[src/panel_defines.svh]
// Constants of the front-panel switch control block
`ifndef PANEL_DEFINES_SVH
`define PANEL_DEFINES_SVH

// ---------------------------------------------------------------------------
// Register offsets (byte addresses)
// ---------------------------------------------------------------------------
`define REG_CTRL        4'h0
`define REG_STATUS      4'h4
`define REG_EVENT       4'h8
`define REG_MASK        4'hC
`define ADDR_W          4

// ---------------------------------------------------------------------------
// Control register fields
// ---------------------------------------------------------------------------
`define CTRL_INIT_DONE  0
`define CTRL_SHUTDOWN   1
`define CTRL_W          2
`define CTRL_RESET      2'h0

// ---------------------------------------------------------------------------
// Event bits
// ---------------------------------------------------------------------------
`define EV_UNLOAD       0
`define EV_FAULT_ENTER  1
`define EV_FAULT_EXIT   2
`define EV_DISK_REFUSED 3
`define EV_W            4

// ---------------------------------------------------------------------------
// Codes and timing
// ---------------------------------------------------------------------------
`define CODE_NO_ERROR   4'hF
`define CODE_W          4
`define STATUS_W        10
`define LAMPS_ALL_ON    4'hF
`define CLK_HZ          20000000
`define DEBOUNCE_MS     10
`define DEBOUNCE_CYC    ((`CLK_HZ / 1000) * `DEBOUNCE_MS)
`define FAULT_TIMEOUT_S 30
`define FAULT_TIMEOUT_CYC (`CLK_HZ * `FAULT_TIMEOUT_S)

`endif

[src/panel_pkg.sv]
// Types shared by the front-panel switch control block
`default_nettype none
package panel_pkg;

    // -----------------------------------------------------------------------
    // Panel mode states, one-hot
    // -----------------------------------------------------------------------
    typedef enum logic [2:0] {
        MODE_STATUS = 3'b001,
        MODE_FAULT  = 3'b010,
        MODE_UNLOAD = 3'b100
    } mode_type;

    // -----------------------------------------------------------------------
    // Classic Wishbone request
    // -----------------------------------------------------------------------
    typedef struct packed {
        logic        cyc;
        logic        stb;
        logic        we;
        logic [3:0]  sel;
        logic [3:0]  adr;
        logic [31:0] dat;
    } wb_req_type;

    // -----------------------------------------------------------------------
    // Formatter status inputs
    // -----------------------------------------------------------------------
    typedef struct packed {
        logic       tape_busy;
        logic       tape_present;
        logic       unload_done;
        logic [3:0] status_lamps;
    } fmt_type;

endpackage : panel_pkg
`default_nettype wire

[src/switch_debounce.sv]
// Synchroniser, debouncer and press detector for one panel switch
`timescale 1ns/1ps
`include "panel_defines.svh"
`default_nettype none
module switch_debounce #(
    parameter int COUNT = `DEBOUNCE_CYC
) (
    // Clock and reset
    input  wire logic i_sys_clk,
    input  wire logic i_nrst,
    // Switch
    input  wire logic i_raw,
    output logic      o_level,
    output logic      o_press
);
    localparam int CW = $clog2(COUNT + 1);

    if (COUNT < 1) begin : g_bad_count
        $error("COUNT must be at least one");
    end

    logic          sync_a;
    logic          sync_b;
    logic [CW-1:0] count;
    wire           differs = sync_b != o_level;
    wire           settled = count == CW'(COUNT - 1);

    // -----------------------------------------------------------------------
    // Two-stage sync, stable-time filter, rising edge
    // -----------------------------------------------------------------------
    always_ff @(posedge i_sys_clk or negedge i_nrst) begin
        if (!i_nrst) begin
            sync_a  <= 1'b0;
            sync_b  <= 1'b0;
            count   <= '0;
            o_level <= 1'b0;
            o_press <= 1'b0;
        end else begin
            sync_a  <= i_raw;
            sync_b  <= sync_a;
            count   <= (differs && !settled) ? count + CW'(1) : '0;
            o_level <= (differs && settled) ? sync_b : o_level;
            o_press <= differs && settled && sync_b;
        end
    end

endmodule : switch_debounce
`default_nettype wire

[src/panel_control.sv]
// Front-panel switch control with Wishbone register access
//
// Function
// - The centre position of the mode switch causes no action.
// - A push to eject enters unload mode and winds tape to unload point.
// - Eject is ignored while host tape activity is in progress.
// - Eject is ignored when no cartridge is present.
// - A push to fault display shows a four-bit code on the four lamps.
// - Each further push shows the next code, with code F last meaning ok.
// - One push after code F returns lamps to operational status.
// - Disk guard up refuses disk writes and leaves tape writes alone.
// - Initialisation starts by itself after power-on reset.
// - The host bus interface is inactive during start-up and shutdown.
// - A timeout ends fault display; each code stays until next push or timeout.
// - Lamps show operational status unless another display is active.
`timescale 1ns/1ps
`include "panel_defines.svh"
`default_nettype none
module panel_control
    import panel_pkg::*;
#(
    parameter int DEBOUNCE = `DEBOUNCE_CYC,
    parameter int TIMEOUT  = `FAULT_TIMEOUT_CYC,
    parameter int CODES    = 16
) (
    // Clock and reset
    input  wire logic            i_sys_clk,
    input  wire logic            i_nrst,
    // Panel switches
    input  wire logic            i_sw_up,
    input  wire logic            i_sw_down,
    input  wire logic            i_disk_guard,
    // Formatter
    input  wire fmt_type         i_fmt,
    input  wire logic [CODES-1:0] i_fault_flags,
    input  wire logic            i_disk_wr_req,
    input  wire logic            i_tape_wr_req,
    // Panel lamps and actions
    output logic [3:0]           o_lamps,
    output logic                 o_tape_unload,
    output logic                 o_disk_wr_en,
    output logic                 o_tape_wr_en,
    output logic                 o_host_bus_interface_en,
    output logic                 o_init_start,
    // Wishbone slave
    input  wire wb_req_type      i_wb,
    output logic [31:0]          o_wb_dat,
    output logic                 o_wb_ack,
    output logic                 o_irq
);
    localparam int TW = $clog2(TIMEOUT + 1);

    if (CODES != 16) begin : g_bad_codes
        $error("CODES must be 16 for a four-bit code");
    end
    if (TIMEOUT < 1) begin : g_bad_timeout
        $error("TIMEOUT must be at least one");
    end

    // -----------------------------------------------------------------------
    // Switch conditioning
    // -----------------------------------------------------------------------
    logic up_press;
    logic down_press;
    logic guard_level;

    switch_debounce #(.COUNT(DEBOUNCE)) u_up (
        .i_sys_clk (i_sys_clk),
        .i_nrst    (i_nrst),
        .i_raw     (i_sw_up),
        .o_level   (),
        .o_press   (up_press)
    );

    switch_debounce #(.COUNT(DEBOUNCE)) u_down (
        .i_sys_clk (i_sys_clk),
        .i_nrst    (i_nrst),
        .i_raw     (i_sw_down),
        .o_level   (),
        .o_press   (down_press)
    );

    switch_debounce #(.COUNT(DEBOUNCE)) u_guard (
        .i_sys_clk (i_sys_clk),
        .i_nrst    (i_nrst),
        .i_raw     (i_disk_guard),
        .o_level   (guard_level),
        .o_press   ()
    );

    // -----------------------------------------------------------------------
    // Formatter input synchronisers
    // -----------------------------------------------------------------------
    fmt_type            fmt_a;
    fmt_type            fmt_s;
    logic [CODES-1:0]   flags_a;
    logic [CODES-1:0]   flags_s;

    always_ff @(posedge i_sys_clk or negedge i_nrst) begin
        if (!i_nrst) begin
            fmt_a   <= '0;
            fmt_s   <= '0;
            flags_a <= '0;
            flags_s <= '0;
        end else begin
            fmt_a   <= i_fmt;
            fmt_s   <= fmt_a;
            flags_a <= i_fault_flags;
            flags_s <= flags_a;
        end
    end

    // -----------------------------------------------------------------------
    // Registers
    // -----------------------------------------------------------------------
    logic [`CTRL_W-1:0] ctrl;
    logic [`EV_W-1:0]   events;
    logic [`EV_W-1:0]   mask;
    mode_type           mode;
    logic [3:0]         code;
    logic [TW-1:0]      timer;

    // -----------------------------------------------------------------------
    // Next fault code search
    // -----------------------------------------------------------------------
    function automatic logic [3:0] next_code_of(
        input logic [3:0]       from,
        input logic [CODES-1:0] flags
    );
        logic [3:0] pick;
        logic       found;
        pick  = `CODE_NO_ERROR;
        found = 1'b0;
        for (int i = 0; i < CODES - 1; i++) begin
            if (!found && i >= int'(from) && flags[i]) begin
                pick  = 4'(i);
                found = 1'b1;
            end
        end
        return pick;
    endfunction : next_code_of

    // -----------------------------------------------------------------------
    // Mode decode
    // -----------------------------------------------------------------------
    wire in_status   = mode == MODE_STATUS;
    wire in_fault    = mode == MODE_FAULT;
    wire in_unload   = mode == MODE_UNLOAD;
    wire eject_ok    = down_press && fmt_s.tape_present
                       && !fmt_s.tape_busy;
    wire timer_done  = timer == TW'(TIMEOUT - 1);
    wire fault_step  = in_fault && up_press;
    wire fault_leave = fault_step && code == `CODE_NO_ERROR;
    wire fault_tmo   = in_fault && !up_press && timer_done;
    wire fault_enter = in_status && up_press;
    wire unload_go   = in_status && eject_ok;
    wire unload_end  = in_unload && (fmt_s.unload_done || fmt_s.tape_busy
                       || !fmt_s.tape_present);
    wire [3:0] first_code = next_code_of(4'h0, flags_s);
    wire [3:0] step_code  = next_code_of(code + 4'h1, flags_s);

    mode_type next_mode;
    always_comb begin
        next_mode = mode;
        unique case (mode)
            MODE_STATUS: begin
                if (fault_enter) begin
                    next_mode = MODE_FAULT;
                end else if (unload_go) begin
                    next_mode = MODE_UNLOAD;
                end
            end
            MODE_FAULT: begin
                if (fault_leave || fault_tmo) begin
                    next_mode = MODE_STATUS;
                end
            end
            MODE_UNLOAD: begin
                if (unload_end) begin
                    next_mode = MODE_STATUS;
                end
            end
            default: next_mode = MODE_STATUS;
        endcase
    end

    wire [3:0] next_code = fault_enter ? first_code
                         : (fault_step ? step_code : code);
    wire [TW-1:0] next_timer = (!in_fault || up_press) ? '0
                             : (timer_done ? timer : timer + TW'(1));

    // -----------------------------------------------------------------------
    // Write protection and host gating
    // -----------------------------------------------------------------------
    wire host_ok = ctrl[`CTRL_INIT_DONE] && !ctrl[`CTRL_SHUTDOWN];
    wire disk_refused = i_disk_wr_req && guard_level;

    wire [3:0] next_lamps = in_fault ? code : fmt_s.status_lamps;

    // -----------------------------------------------------------------------
    // Bus decode
    // -----------------------------------------------------------------------
    wire bus_req   = i_wb.cyc && i_wb.stb && !o_wb_ack;
    wire bus_wr    = bus_req && i_wb.we && i_wb.sel[0];
    wire wr_ctrl   = bus_wr && i_wb.adr == `REG_CTRL;
    wire wr_mask   = bus_wr && i_wb.adr == `REG_MASK;
    wire rd_event  = bus_req && !i_wb.we && i_wb.adr == `REG_EVENT;
    wire [`EV_W-1:0] new_events = {disk_refused, fault_leave || fault_tmo,
                                   fault_enter, unload_go};
    wire [`EV_W-1:0] next_events = (rd_event ? '0 : events) | new_events;

    logic [31:0] rd_mux;
    always_comb begin
        rd_mux = 32'h0000_0000;
        unique case (i_wb.adr)
            `REG_CTRL:   rd_mux[`CTRL_W-1:0] = ctrl;
            `REG_STATUS: rd_mux[`STATUS_W-1:0] = {fmt_s.tape_present,
                                        fmt_s.tape_busy,
                                        guard_level, code, mode};
            `REG_EVENT:  rd_mux[`EV_W-1:0] = events;
            `REG_MASK:   rd_mux[`EV_W-1:0] = mask;
            default:     rd_mux = 32'h0000_0000;
        endcase
    end

    // -----------------------------------------------------------------------
    // State and register update
    // -----------------------------------------------------------------------
    always_ff @(posedge i_sys_clk or negedge i_nrst) begin
        if (!i_nrst) begin
            mode <= MODE_STATUS;
        end else begin
            mode <= next_mode;
        end
    end

    always_ff @(posedge i_sys_clk or negedge i_nrst) begin
        if (!i_nrst) begin
            code <= `CODE_NO_ERROR;
        end else begin
            code <= next_code;
        end
    end

    always_ff @(posedge i_sys_clk or negedge i_nrst) begin
        if (!i_nrst) begin
            timer <= '0;
        end else begin
            timer <= next_timer;
        end
    end

    always_ff @(posedge i_sys_clk or negedge i_nrst) begin
        if (!i_nrst) begin
            ctrl <= `CTRL_RESET;
        end else begin
            ctrl <= wr_ctrl ? i_wb.dat[`CTRL_W-1:0] : ctrl;
        end
    end

    always_ff @(posedge i_sys_clk or negedge i_nrst) begin
        if (!i_nrst) begin
            mask <= '0;
        end else begin
            mask <= wr_mask ? i_wb.dat[`EV_W-1:0] : mask;
        end
    end

    always_ff @(posedge i_sys_clk or negedge i_nrst) begin
        if (!i_nrst) begin
            events <= '0;
        end else begin
            events <= next_events;
        end
    end

    always_ff @(posedge i_sys_clk or negedge i_nrst) begin
        if (!i_nrst) begin
            o_wb_ack <= 1'b0;
            o_wb_dat <= 32'h0000_0000;
        end else begin
            o_wb_ack <= bus_req;
            o_wb_dat <= bus_req ? rd_mux : o_wb_dat;
        end
    end

    always_ff @(posedge i_sys_clk or negedge i_nrst) begin
        if (!i_nrst) begin
            o_irq <= 1'b0;
        end else begin
            o_irq <= |(next_events & mask);
        end
    end

    // -----------------------------------------------------------------------
    // Panel and gating outputs
    // -----------------------------------------------------------------------
    logic init_seen;

    always_ff @(posedge i_sys_clk or negedge i_nrst) begin
        if (!i_nrst) begin
            o_lamps <= `LAMPS_ALL_ON;
        end else begin
            o_lamps <= next_lamps;
        end
    end

    always_ff @(posedge i_sys_clk or negedge i_nrst) begin
        if (!i_nrst) begin
            o_tape_unload <= 1'b0;
        end else begin
            o_tape_unload <= next_mode == MODE_UNLOAD;
        end
    end

    always_ff @(posedge i_sys_clk or negedge i_nrst) begin
        if (!i_nrst) begin
            o_disk_wr_en <= 1'b0;
        end else begin
            o_disk_wr_en <= i_disk_wr_req && !guard_level;
        end
    end

    always_ff @(posedge i_sys_clk or negedge i_nrst) begin
        if (!i_nrst) begin
            o_tape_wr_en <= 1'b0;
        end else begin
            o_tape_wr_en <= i_tape_wr_req;
        end
    end

    always_ff @(posedge i_sys_clk or negedge i_nrst) begin
        if (!i_nrst) begin
            o_host_bus_interface_en <= 1'b0;
        end else begin
            o_host_bus_interface_en <= host_ok;
        end
    end

    always_ff @(posedge i_sys_clk or negedge i_nrst) begin
        if (!i_nrst) begin
            o_init_start <= 1'b0;
            init_seen    <= 1'b0;
        end else begin
            o_init_start <= !init_seen;
            init_seen    <= 1'b1;
        end
    end

endmodule : panel_control
`default_nettype wire

[config.mk]
export PLATFORM = sky130hd
export DESIGN_NAME = panel_control
export DESIGN_NICKNAME = d
export VERILOG_FILES = /design/src/panel_pkg.sv /design/src/switch_debounce.sv /design/src/panel_control.sv
export VERILOG_INCLUDE_DIRS = /design/src
export SDC_FILE = /design/constraint.sdc
export NUM_CORES = 1
export LEC_CHECK = 0
export BUFFER_PORTS_ARGS = -buffer_cell sky130_fd_sc_hd__buf_4
export CORE_MARGIN = 8
export CORE_UTILIZATION = 40
export CTS_CLUSTER_DIAMETER = 200
export DETAILED_ROUTE_END_ITERATION = 6
export GPL_TIMING_DRIVEN = 0
export HOLD_SLACK_MARGIN = 0.08
export PLACE_DENSITY = 0.58
export RECOVER_POWER = 25
export SETUP_SLACK_MARGIN = 0.3
export SYNTH_ARGS = -nofsm -noshare
export SYNTH_HDL_FRONTEND = slang
export SYNTH_SLANG_ARGS = --single-unit
[constraint.sdc]
create_clock -name i_sys_clk -period 2.4 [get_ports i_sys_clk]
set_clock_uncertainty 0.05 [all_clocks]
set_input_delay 0.24 -clock i_sys_clk [delete_from_list [all_inputs] [get_ports i_sys_clk]]
set_output_delay 0.24 -clock i_sys_clk [all_outputs]
set_load 0.05 [all_outputs]
Yosys cells after proc, flatten, opt, wreduce, memory -nomap -nowiden
Cells that the tools add are included.
{"block": "totals", "reg_bits": 178, "in_bits": 73, "out_inout_bits": 43, "wordCells": 271}
{"block": "classes", "n_addsub": 5, "n_lt_le_gt_ge": 15, "eq_ne": 16, "n_mux": 75, "bitwise_logic": 2, "n_reduce_logical": 118}
{"op": "4-bit 2-to-1 mux", "n": 34}
{"op": "1-bit logical AND", "n": 71}
{"op": "30-bit 2-to-1 mux", "n": 2}
{"op": "18-bit by 1-bit adder with 18-bit output (second input constant)", "n": 3}
{"op": "18-bit == test (second input constant)", "n": 3}
{"op": "18-bit 2-to-1 mux", "n": 3}
{"op": "1-bit zero test", "n": 40}
{"op": "30-bit by 1-bit adder with 30-bit output (second input constant)", "n": 1}
{"op": "30-bit == test (second input constant)", "n": 1}
{"op": "4-bit >= comparator (first input constant)", "n": 7}
{"op": "1-bit 2-to-1 mux", "n": 28}
{"op": "3-bit by 4-bit >= comparator with 1-bit output (first input constant)", "n": 4}
{"op": "4-bit == test (second input constant)", "n": 3}
{"op": "3-bit 2-to-1 mux", "n": 4}
{"op": "3-bit one-hot mux with 3 select lines", "n": 1}
{"op": "1-bit by 4-bit >= comparator with 1-bit output (first input constant)", "n": 2}
{"op": "2-bit by 4-bit >= comparator with 1-bit output (first input constant)", "n": 2}
{"op": "2-bit one-hot mux with 4 select lines", "n": 1}
{"op": "3-bit == test (second input constant)", "n": 2}
{"op": "6-bit 2-to-1 mux", "n": 1}
{"op": "2-bit one-hot mux with 3 select lines", "n": 1}
{"op": "4-bit by 1-bit adder with 4-bit output (second input constant)", "n": 1}
{"op": "4-bit bitwise AND", "n": 1}
{"op": "4-bit by 3-bit == test with 1-bit output (second input constant)", "n": 1}
{"op": "other kinds (9)", "n": 14}

Longest topological paths before layout
Gate-level depths: netlist of the first run.
{"block": "logic_depth", "depth_word": 62, "mapped_depth": 9, "ltp_nobuf": 9}

Hierarchy
From an unflattened synthesis of the first run, not the netlist that was laid out.
{"block": "hier_totals", "cells_unflattened": 750, "area_unflattened_um2": 8227.9}
{"mod": "panel_control", "n_inst": 1, "cells_per_inst": 453, "area_per_inst_um2": 5067.4, "seq_area_each_um2": 2839.0}
{"mod": "switch_debounce", "n_inst": 3, "cells_per_inst": 99, "area_per_inst_um2": 1053.5, "seq_area_each_um2": 550.5}

Worst setup path after synthesis of the first run
OpenSTA, ideal clock, no wires.
{"block": "synth_path", "path_kind": "register to register", "startpoint": "reg code[0]", "endpoint": "reg code[0]", "setup_ns": 0.088, "t_arrival_ns": 2.228, "required_ns": 2.262, "slack_ns": 0.034, "path_stages_with_launch": 10, "path_buffers": 0, "synth_period_minus_slack_ns": 2.366, "cell_sequence": "dfstp_2 -> inv_1 -> ha_1 -> a22o_1 -> nand2_1 -> nand2_1 -> o41ai_2 -> nand2_1 -> o311ai_0 -> a21oi_1"}
{"block": "synth_between", "elab_chain_len": 62, "word_cells_on_any_way": 90, "classes_between": "add/sub: 1; order compare: 15; mux: 31; reduce/logical: 43"}
{"item": "from (decl)", "line_no": "panel_control.sv:120", "text": "logic [3:0] code;"}
{"item": "from (signal assigned)", "line_no": "panel_control.sv:239", "text": "code <= `CODE_NO_ERROR;"}
{"item": "from (signal assigned)", "line_no": "panel_control.sv:241", "text": "code <= next_code;"}
{"item": "4-bit by 1-bit adder with 4-bit output *", "line_no": "panel_control.sv:160", "text": "wire [3:0] step_code = next_code_of(code + 4'h1, flags_s);"}
{"item": "1-bit by 4-bit >= comparator with 1-bit output", "line_no": "panel_control.sv:135", "text": "if (!found && i >= int'(from) && flags[i]) begin"}
{"item": "1-bit logical AND", "line_no": "panel_control.sv:135"}
{"item": "1-bit 2-to-1 mux", "line_no": "panel_control.sv:135"}
{"item": "1-bit zero test", "line_no": "panel_control.sv:135"}
{"item": "1-bit logical AND (2 in a row)", "line_no": "panel_control.sv:135"}
{"item": "1-bit 2-to-1 mux", "line_no": "panel_control.sv:135"}
{"item": "1-bit zero test", "line_no": "panel_control.sv:135"}
{"item": "(+43 left out)"}
{"item": "1-bit zero test", "line_no": "panel_control.sv:135"}
{"item": "1-bit logical AND (2 in a row)", "line_no": "panel_control.sv:135"}
{"item": "1-bit 2-to-1 mux", "line_no": "panel_control.sv:135"}
{"item": "1-bit zero test", "line_no": "panel_control.sv:135"}
{"item": "1-bit logical AND (2 in a row)", "line_no": "panel_control.sv:135"}
{"item": "4-bit 2-to-1 mux *", "line_no": "panel_control.sv:135"}
{"item": "4-bit 2-to-1 mux *", "line_no": "panel_control.sv:188", "text": ": (fault_step ? step_code : code);"}
{"item": "4-bit 2-to-1 mux *", "line_no": "panel_control.sv:187", "text": "wire [3:0] next_code = fault_enter ? first_code"}
Every way passes the cells marked *; elsewhere a longest branch is shown, timed or not. The select of a mux whose other input is x is not followed.
A chain may end at the register's enable or synchronous reset.

Worst setup path after layout of the first run
{"block": "layout_path", "startpoint": "reg code[0]", "endpoint": "reg code[2]"}
Same word-level chain as after synthesis.

==> impl_metrics.yaml, run 1 <==
global_routing:
  grt_pass1_wl_um: 28000
  first_global_vias: 5763
  grt_usage_pct: 14.2
  grt_max_degree: 103
  antenna_found_initial: 0
  overflow: 0
pwr:
  p_seq_share_pct: 49.8
  p_switching_w: 0.00161
  peakVddDrop_v: 0.000494
  clkPwrFrac_pct: 42.7
  p_sw_share_pct: 25.6
  p_leak_nw: 4.53
  p_total_w: 0.00628
  combPwrFrac_pct: 7.5
  p_int_w: 0.00467
  power.density_mw_per_mm2: 614
cts:
  h-tree-depth: 4
  cts_made_buffers: 17
  clockBufferDepth: 2
  root_buffer: "clkbuf_16"
  cts.sinks: 178
  clk_latency_ns: 0.43
  cts_tree: "built"
  path_clk_slew_ns: 0.07
sta:
  finalMaxSlewViolations: 0
  finalSetupTns_ns: 0
  worst_pin_slew_ns: 0.603
  fin_crit_sh_pct: 98.5
  finalSetupViolCount: 0
  postLayoutSetupSlackWorst_ns: 0.0369
  max_clock_freq_mhz: 423
  timing_hold_violations_final: 0
  period_minus_slack_ns: 2.36
  rsz0062_at_grt: "yes"
  slew_headroom_pct: 59.7
setup_path:
  critPathSlowestCell: "dfstp_2"
  arrival_ns: 2.67
  worst_ep_required_time_ns: 2.70
  crit_path_max_incr_delay_ns: 0.60
  cp-start-kind: "flop"
  cp_cell_sequence: "buf_12 -> ha_4 -> buf_8 -> xnor2_4 -> nand3_2 -> nand2_2 -> o41ai_4 -> a21boi_1 -> o41a_1 -> a21oi_2"
  r2r_slack_ns: 0.04
  cp_num_buf_inv: 2
  crit_family: "compound AO/OA/AOI/OAI gates"
  timing.rr.start: "code[0]"
  worstSetupPathType: "reg2reg"
  critPathMaxFanout: 9
  worstRegToRegCells: 10
  regToRegEndpoint: "code[2]"
  critical_path.endpoint_type: "flop"
drt:
  wl_um: 17400
  drcViolationCount: 0
  drt-pass1-iter-count: 4
  drt-vias-per-instance: 4.95
  drtIter0Drc: 274
  vias: 5799
  wl_per_cell_um: 14.8
  final_antenna_net_count: 0
logic_synthesis:
  ys.flop_type: "dfrtp_1"
  synthCells: 731
  synth_top_family_by_area: "simple AND/OR/NAND/NOR gates"
  yosysSeqAreaShare_pct: 56.3
  ys_seq_elements: 178
  ys_top_cells_by_area: "dfrtp_1 (53%), nor2_1 (5.8%), xor2_1 (4.9%)"
  synthSimpleGateAreaFrac_pct: 19.5
  yosysWarningCount: 0
  ys_types: 67
  async_flop_share_pct: 100
  syn_area_mm2: 0.00793
  synth_xor_area_share_pct: 8.73
  synth_fa_ha_area_share_pct: 1.26
  avgSynthCellArea_um2: 10.8
  synth_top_area_share_pct: 53.3
  synth_top_cell_by_area: "dfrtp_1"
  synth-edff-count: 0
  synthMuxAreaShare_pct: 3.27
  synth_compound_area_share_pct: 7.01
placed_design:
  numPortBuffers: 59
  hpwlAfterDp_um: 11900
  gp_congestion: 0.851
  place_area_mm2: 0.00887
  preCtsSetupSlack_ns: -0.0451
min_path:
  hp-start: "i_wb[40]"
  min_path_type: "in2reg"
  whs_path_depth: 4
  hold_end: "events[1]"
finish:
  fillers: 1712
  nets: 975
  diodes: 0
  drive_above_1_share_pct: 25.4
  multi_input_area_mm2: 0.00346
  final_area_mm2: 0.0102
  seq_area_mm2: 0.00447
  area_growth_pct: 28.9
floorplanning:
  start_util_pct: 40.7
  row_count: 51
  io_pins: 116
  placeableCoreArea_mm2: 0.0195
  die_area_mm2: 0.0246
  die_h_um: 157
  die_x_um: 157
outcome:
  status: "completed"
flow_run:
  cap_violations: 0
[layer usage]
layer	global-route usage, %	part of all wire [%]	vias up
li1	-	-	2799
met1	18.3	46	2835
met2	23.1	47	147
met3	3.78	6.3	18
met4	4.49	1.3	0
met5	0	0	-
[cells in the final DEF, fill, tap and decap left out, drive strengths merged, types with 14 or more instances in the layout]
cell type	count
a21oi	18
and3	19
buf	89
clkbuf	54
conb	23
dfrtp	169
dlygate4sd3	34
inv	25
mux2	16
nand2	46
nand3	42
nand4	18
nor2	122
nor3	14
o21ai	19
xnor2	33
xor2	44
[kinds of logic (layout without fill, tap and decap cells)]
| family | count (synthesis) | after routing |
|---|---|---|
| and+or+nand+nor | 311 | 311 |
| buffers and inverters | 55 | 209 |
| DFF | 178 | 178 |
| adders and majority gates | 8 | 8 |
| other | 2 | 23 |
| muxes | 21 | 21 |
| xor gates and xnor gates | 76 | 77 |
| AOI/OAI and AO/OA | 80 | 80 |
[stage by stage]
step                util, %  hold slack [ns]  std cells
floorplan                 -           -0.106        752
finish                 52.5            0.176       1172
detailed placement     45.6            0.203       1077
global placement       45.4            0.284       1076
CTS                    51.0            0.199       1151
global route           52.5            0.188       1172
[power groups by stage]
| stage | clock network [W] | registers (W) | logic (W) |
|---|---|---|---|
| floorplan | 0 | 0.00322 | 0.000207 |
| global placement | 0 | 0.00319 | 0.000404 |
| detailed placement | 0 | 0.00319 | 0.000417 |
| CTS | 0.00275 | 0.00313 | 0.000469 |
| global route | 0.00289 | 0.00314 | 0.000514 |
| finish | 0.00268 | 0.00313 | 0.000470 |
[sequential cells by signal, indices dropped and copies added, names as in the netlist, 2 cells and up]
signal / count
code: 4
ctrl: 2
events: 4
flags_a: 15
flags_s: 15
fmt_a: 7
fmt_s: 7
mask: 4
mode: 3
o_lamps: 4
o_wb_dat: 10
timer: 30
u_down.count: 18
u_guard.count: 18
u_up.count: 18
[worst register-to-register path: stages, from the launching register on]
cell	delay, ns
dfstp_2	0.60
buf_12	0.13
ha_4	0.12
buf_8	0.14
xnor2_4	0.17
nand3_2	0.14
nand2_2	0.11
o41ai_4	0.09
a21boi_1	0.15
o41a_1	0.43
a21oi_2	0.17
[cell usage after synthesis (all sizes together) (4+ instances only)]
library cell / instances
ha: 8
nand4: 18
buf: 28
nor4: 4
nor4b: 4
a21oi: 18
inv: 18
a22o: 11
xor2: 44
or2: 5
nand2: 46
nand2b: 6
nor2b: 7
or3: 7
nor2: 122
a22oi: 4
clkbuf: 9
and3: 19
o21a: 4
o21ai: 19
and4: 4
nand3: 42
nor3: 14
xnor2: 32
mux2: 16
dfrtp: 169
dfstp: 9
[worst max path at each step]
stage                 start       to  slack, ns  depth (start not counted)
detailed placement  code[1]  code[2]      -0.05                          9
CTS                 code[0]  code[0]       0.07                          8
global route        code[1]  code[0]      -0.02                          9
floorplan           code[1]  code[0]       0.26                          8
global placement    code[1]  code[2]      -0.05                          9
finish              code[0]  code[2]       0.04                         10
[cell type report]
class | instances | share of cell area [%]
Timing Repair Buffer | 122 | 10.3
Multi-Input combinational cell | 520 | 33.9
Clock inverter | 14 | 1.36
Sequential cell | 178 | 43.7
Buffer | 37 | 2.53
Inverter | 18 | 0.661
Tap cell | 265 | 3.24
Clock buffer | 18 | 4.30
[what timing repair did]
| action | in CTS | in global routing |
|---|---|---|
| pin swaps | 7 | 12 |
| setup buffers | 8 | 20 |
| setup endpoints to repair | 44 | 47 |
| resized for setup | 21 | 27 |
| gates cloned | 0 | 1 |
| hold endpoints to repair | 112 | 0 |
| hold buffers | 34 | 0 |
(Power assumes the default switching activity.)
==> run 2: changes to the inputs <==
--- a/config.mk
+++ b/config.mk
@@ -7,7 +7,7 @@
 export NUM_CORES = 1
 export LEC_CHECK = 0
 export BUFFER_PORTS_ARGS = -buffer_cell sky130_fd_sc_hd__buf_4
-export CORE_MARGIN = 8
+export CORE_MARGIN = 1
 export CORE_UTILIZATION = 40
 export CTS_CLUSTER_DIAMETER = 200
 export DETAILED_ROUTE_END_ITERATION = 6
@@ -15,6 +15,7 @@
 export HOLD_SLACK_MARGIN = 0.08
 export PLACE_DENSITY = 0.58
 export RECOVER_POWER = 25
+export REMOVE_ABC_BUFFERS = 1
 export SETUP_SLACK_MARGIN = 0.3
 export SYNTH_ARGS = -nofsm -noshare
 export SYNTH_HDL_FRONTEND = slang
==> impl_metrics.yaml, run 2 (synthesis gave the netlist of run 1 again) <==
pwr:
  peakVddDrop_v: 0.000461
  p_leak_nw: 4.32
  power.density_mw_per_mm2: 621
setup_path:
  critPathMaxFanout: 7
  worstSetupPathType: "reg2reg"
  worst_ep_required_time_ns: 2.71
  cp-start-kind: "flop"
  critical_path.endpoint_type: "flop"
  arrival_ns: 2.63
placed_design:
  numPortBuffers: 61
  gp_congestion: 0.833
  place_area_mm2: 0.00859
  preCtsSetupSlack_ns: -0.389
  hpwlAfterDp_um: 11100
cts:
  path_clk_slew_ns: 0.07
  clk_latency_ns: 0.43
  h-tree-depth: 4
  cts_made_buffers: 17
  cts.sinks: 178
  root_buffer: "clkbuf_16"
  clockBufferDepth: 2
  cts_tree: "built"
sta:
  timing_hold_violations_final: 0
  fin_hold_ws_ns: 0.101
  finalMaxSlewViolations: 0
  slew_headroom_pct: 14.8
  max_clock_freq_mhz: 431
  rsz0062_at_grt: "yes"
  postLayoutSetupSlackWorst_ns: 0.0791
  worst_pin_slew_ns: 1.28
  period_minus_slack_ns: 2.32
  fin_crit_sh_pct: 96.7
  finalSetupViolCount: 0
global_routing:
  grt_pass1_wl_um: 27600
  antenna_found_initial: 0
  grt_max_degree: 130
  overflow: 0
  grt_usage_pct: 17.3
  first_global_vias: 5605
drt:
  wl_um: 16500
  wl_per_cell_um: 14.6
  drtIter0Drc: 337
  drt-pass1-iter-count: 4
  drt-vias-per-instance: 4.96
  final_antenna_net_count: 0
  vias: 5618
  drcViolationCount: 0
finish:
  layout_commonest_cell: "dfrtp_1"
  final_area_mm2: 0.00994
  largest_reg_flops: 30
  regMostFlops: "timer"
  drive_above_1_share_pct: 23.6
  nets: 935
  area_growth_pct: 25.4
  final_cell_mix: "dfrtp_1 (165), nor2_1 (118), buf_4 (54)"
  diodes: 0
floorplanning:
  die_x_um: 143
  io_pins: 116
  row_count: 51
  placeableCoreArea_mm2: 0.0195
  die_h_um: 143
  die_area_mm2: 0.0204
  start_util_pct: 40.7
outcome:
  status: "completed"
min_path:
  min_path_type: "in2reg"
flow_run:
  cap_violations: 0
[run 2: changes by cell type in the layout (fill, tap and decap cells not counted), moves of 3 or more]
| cell | before | now |
|---|---|---|
| clkbuf_8 | 1 | 4 |
| buf_4 | 81 | 54 |
| clkinv_2 | 0 | 4 |
| inv_8 | 5 | 0 |
| nor2_2 | 1 | 4 |
| clkbuf_1 | 7 | 0 |
[run 2: worst paths after layout]
path	from	cells after the start	slack, ns	endpoint
worst min register to register	fmt_a[2]	0	0.29	fmt_s[2]
min in group asynchronous	i_nrst	2	0.56	u_guard.count[14]
worst max-delay path	code[0]	9	0.08	code[2]
worst max register to register	code[0]	9	0.08	code[2]
max in group asynchronous	i_nrst	3	0.49	timer[9]
worst min-delay path	i_wb[32]	3	0.10	o_wb_dat[2]
[run 2: worst max-delay path, cell delays in order (launching register included)]
cell and delay [ns]:
dfstp_2 0.58, buf_4 0.15, ha_2 0.29, a22o_1 0.20, nand2_2 0.09, nand2_2 0.11
o41ai_4 0.08, a21boi_1 0.14, o41a_1 0.43, a21oi_2 0.13
[run 2: area by class of cell]
cell class | instances | area [um2]
Clock buffer | 21 | 480
Timing Repair Buffer | 119 | 1020
Multi-Input combinational cell | 520 | 3490
Sequential cell | 178 | 4470
Tap cell | 265 | 332
Inverter | 18 | 67.6
Fill cell | 1728 | 9520
Clock inverter | 11 | 77.6
[run 2: report_power, final]
group	switching [W]	internal [W]
combinational	0.000273	0.000154
clock	0.00117	0.00144
sequential	0.0000536	0.00308
[run 2: stage by stage]
stage / utilization (%) / cells / total power [W] / TNS, ns
floorplan: - / 715 / 0.00339 / 0
global placement: 44.0 / 1041 / 0.00356 / -0.747
detailed placement: 44.2 / 1042 / 0.00357 / -1.12
CTS: 50.2 / 1124 / 0.00626 / 0
global route: 51.1 / 1132 / 0.00643 / -0.00320
finish: 51.1 / 1132 / 0.00617 / 0
[run 2: per-layer routing]
layer,vias up,routed length [um],track usage (%)
met5,-,0,0
met4,0,158,5.38
met2,123,8110,28.0
met3,11,516,3.55
li1,2703,-,-
met1,2781,7760,23.3
[run 2: repair_timing]
action | in CTS | in global routing
hold endpoints to repair | 83 | 0
resized for setup | 39 | 27
buffers inserted | 17 | 8
cloned | 1 | 0
pin swaps | 16 | 13
endpoints found under the setup margin | 65 | 55
hold buffers | 32 | 0
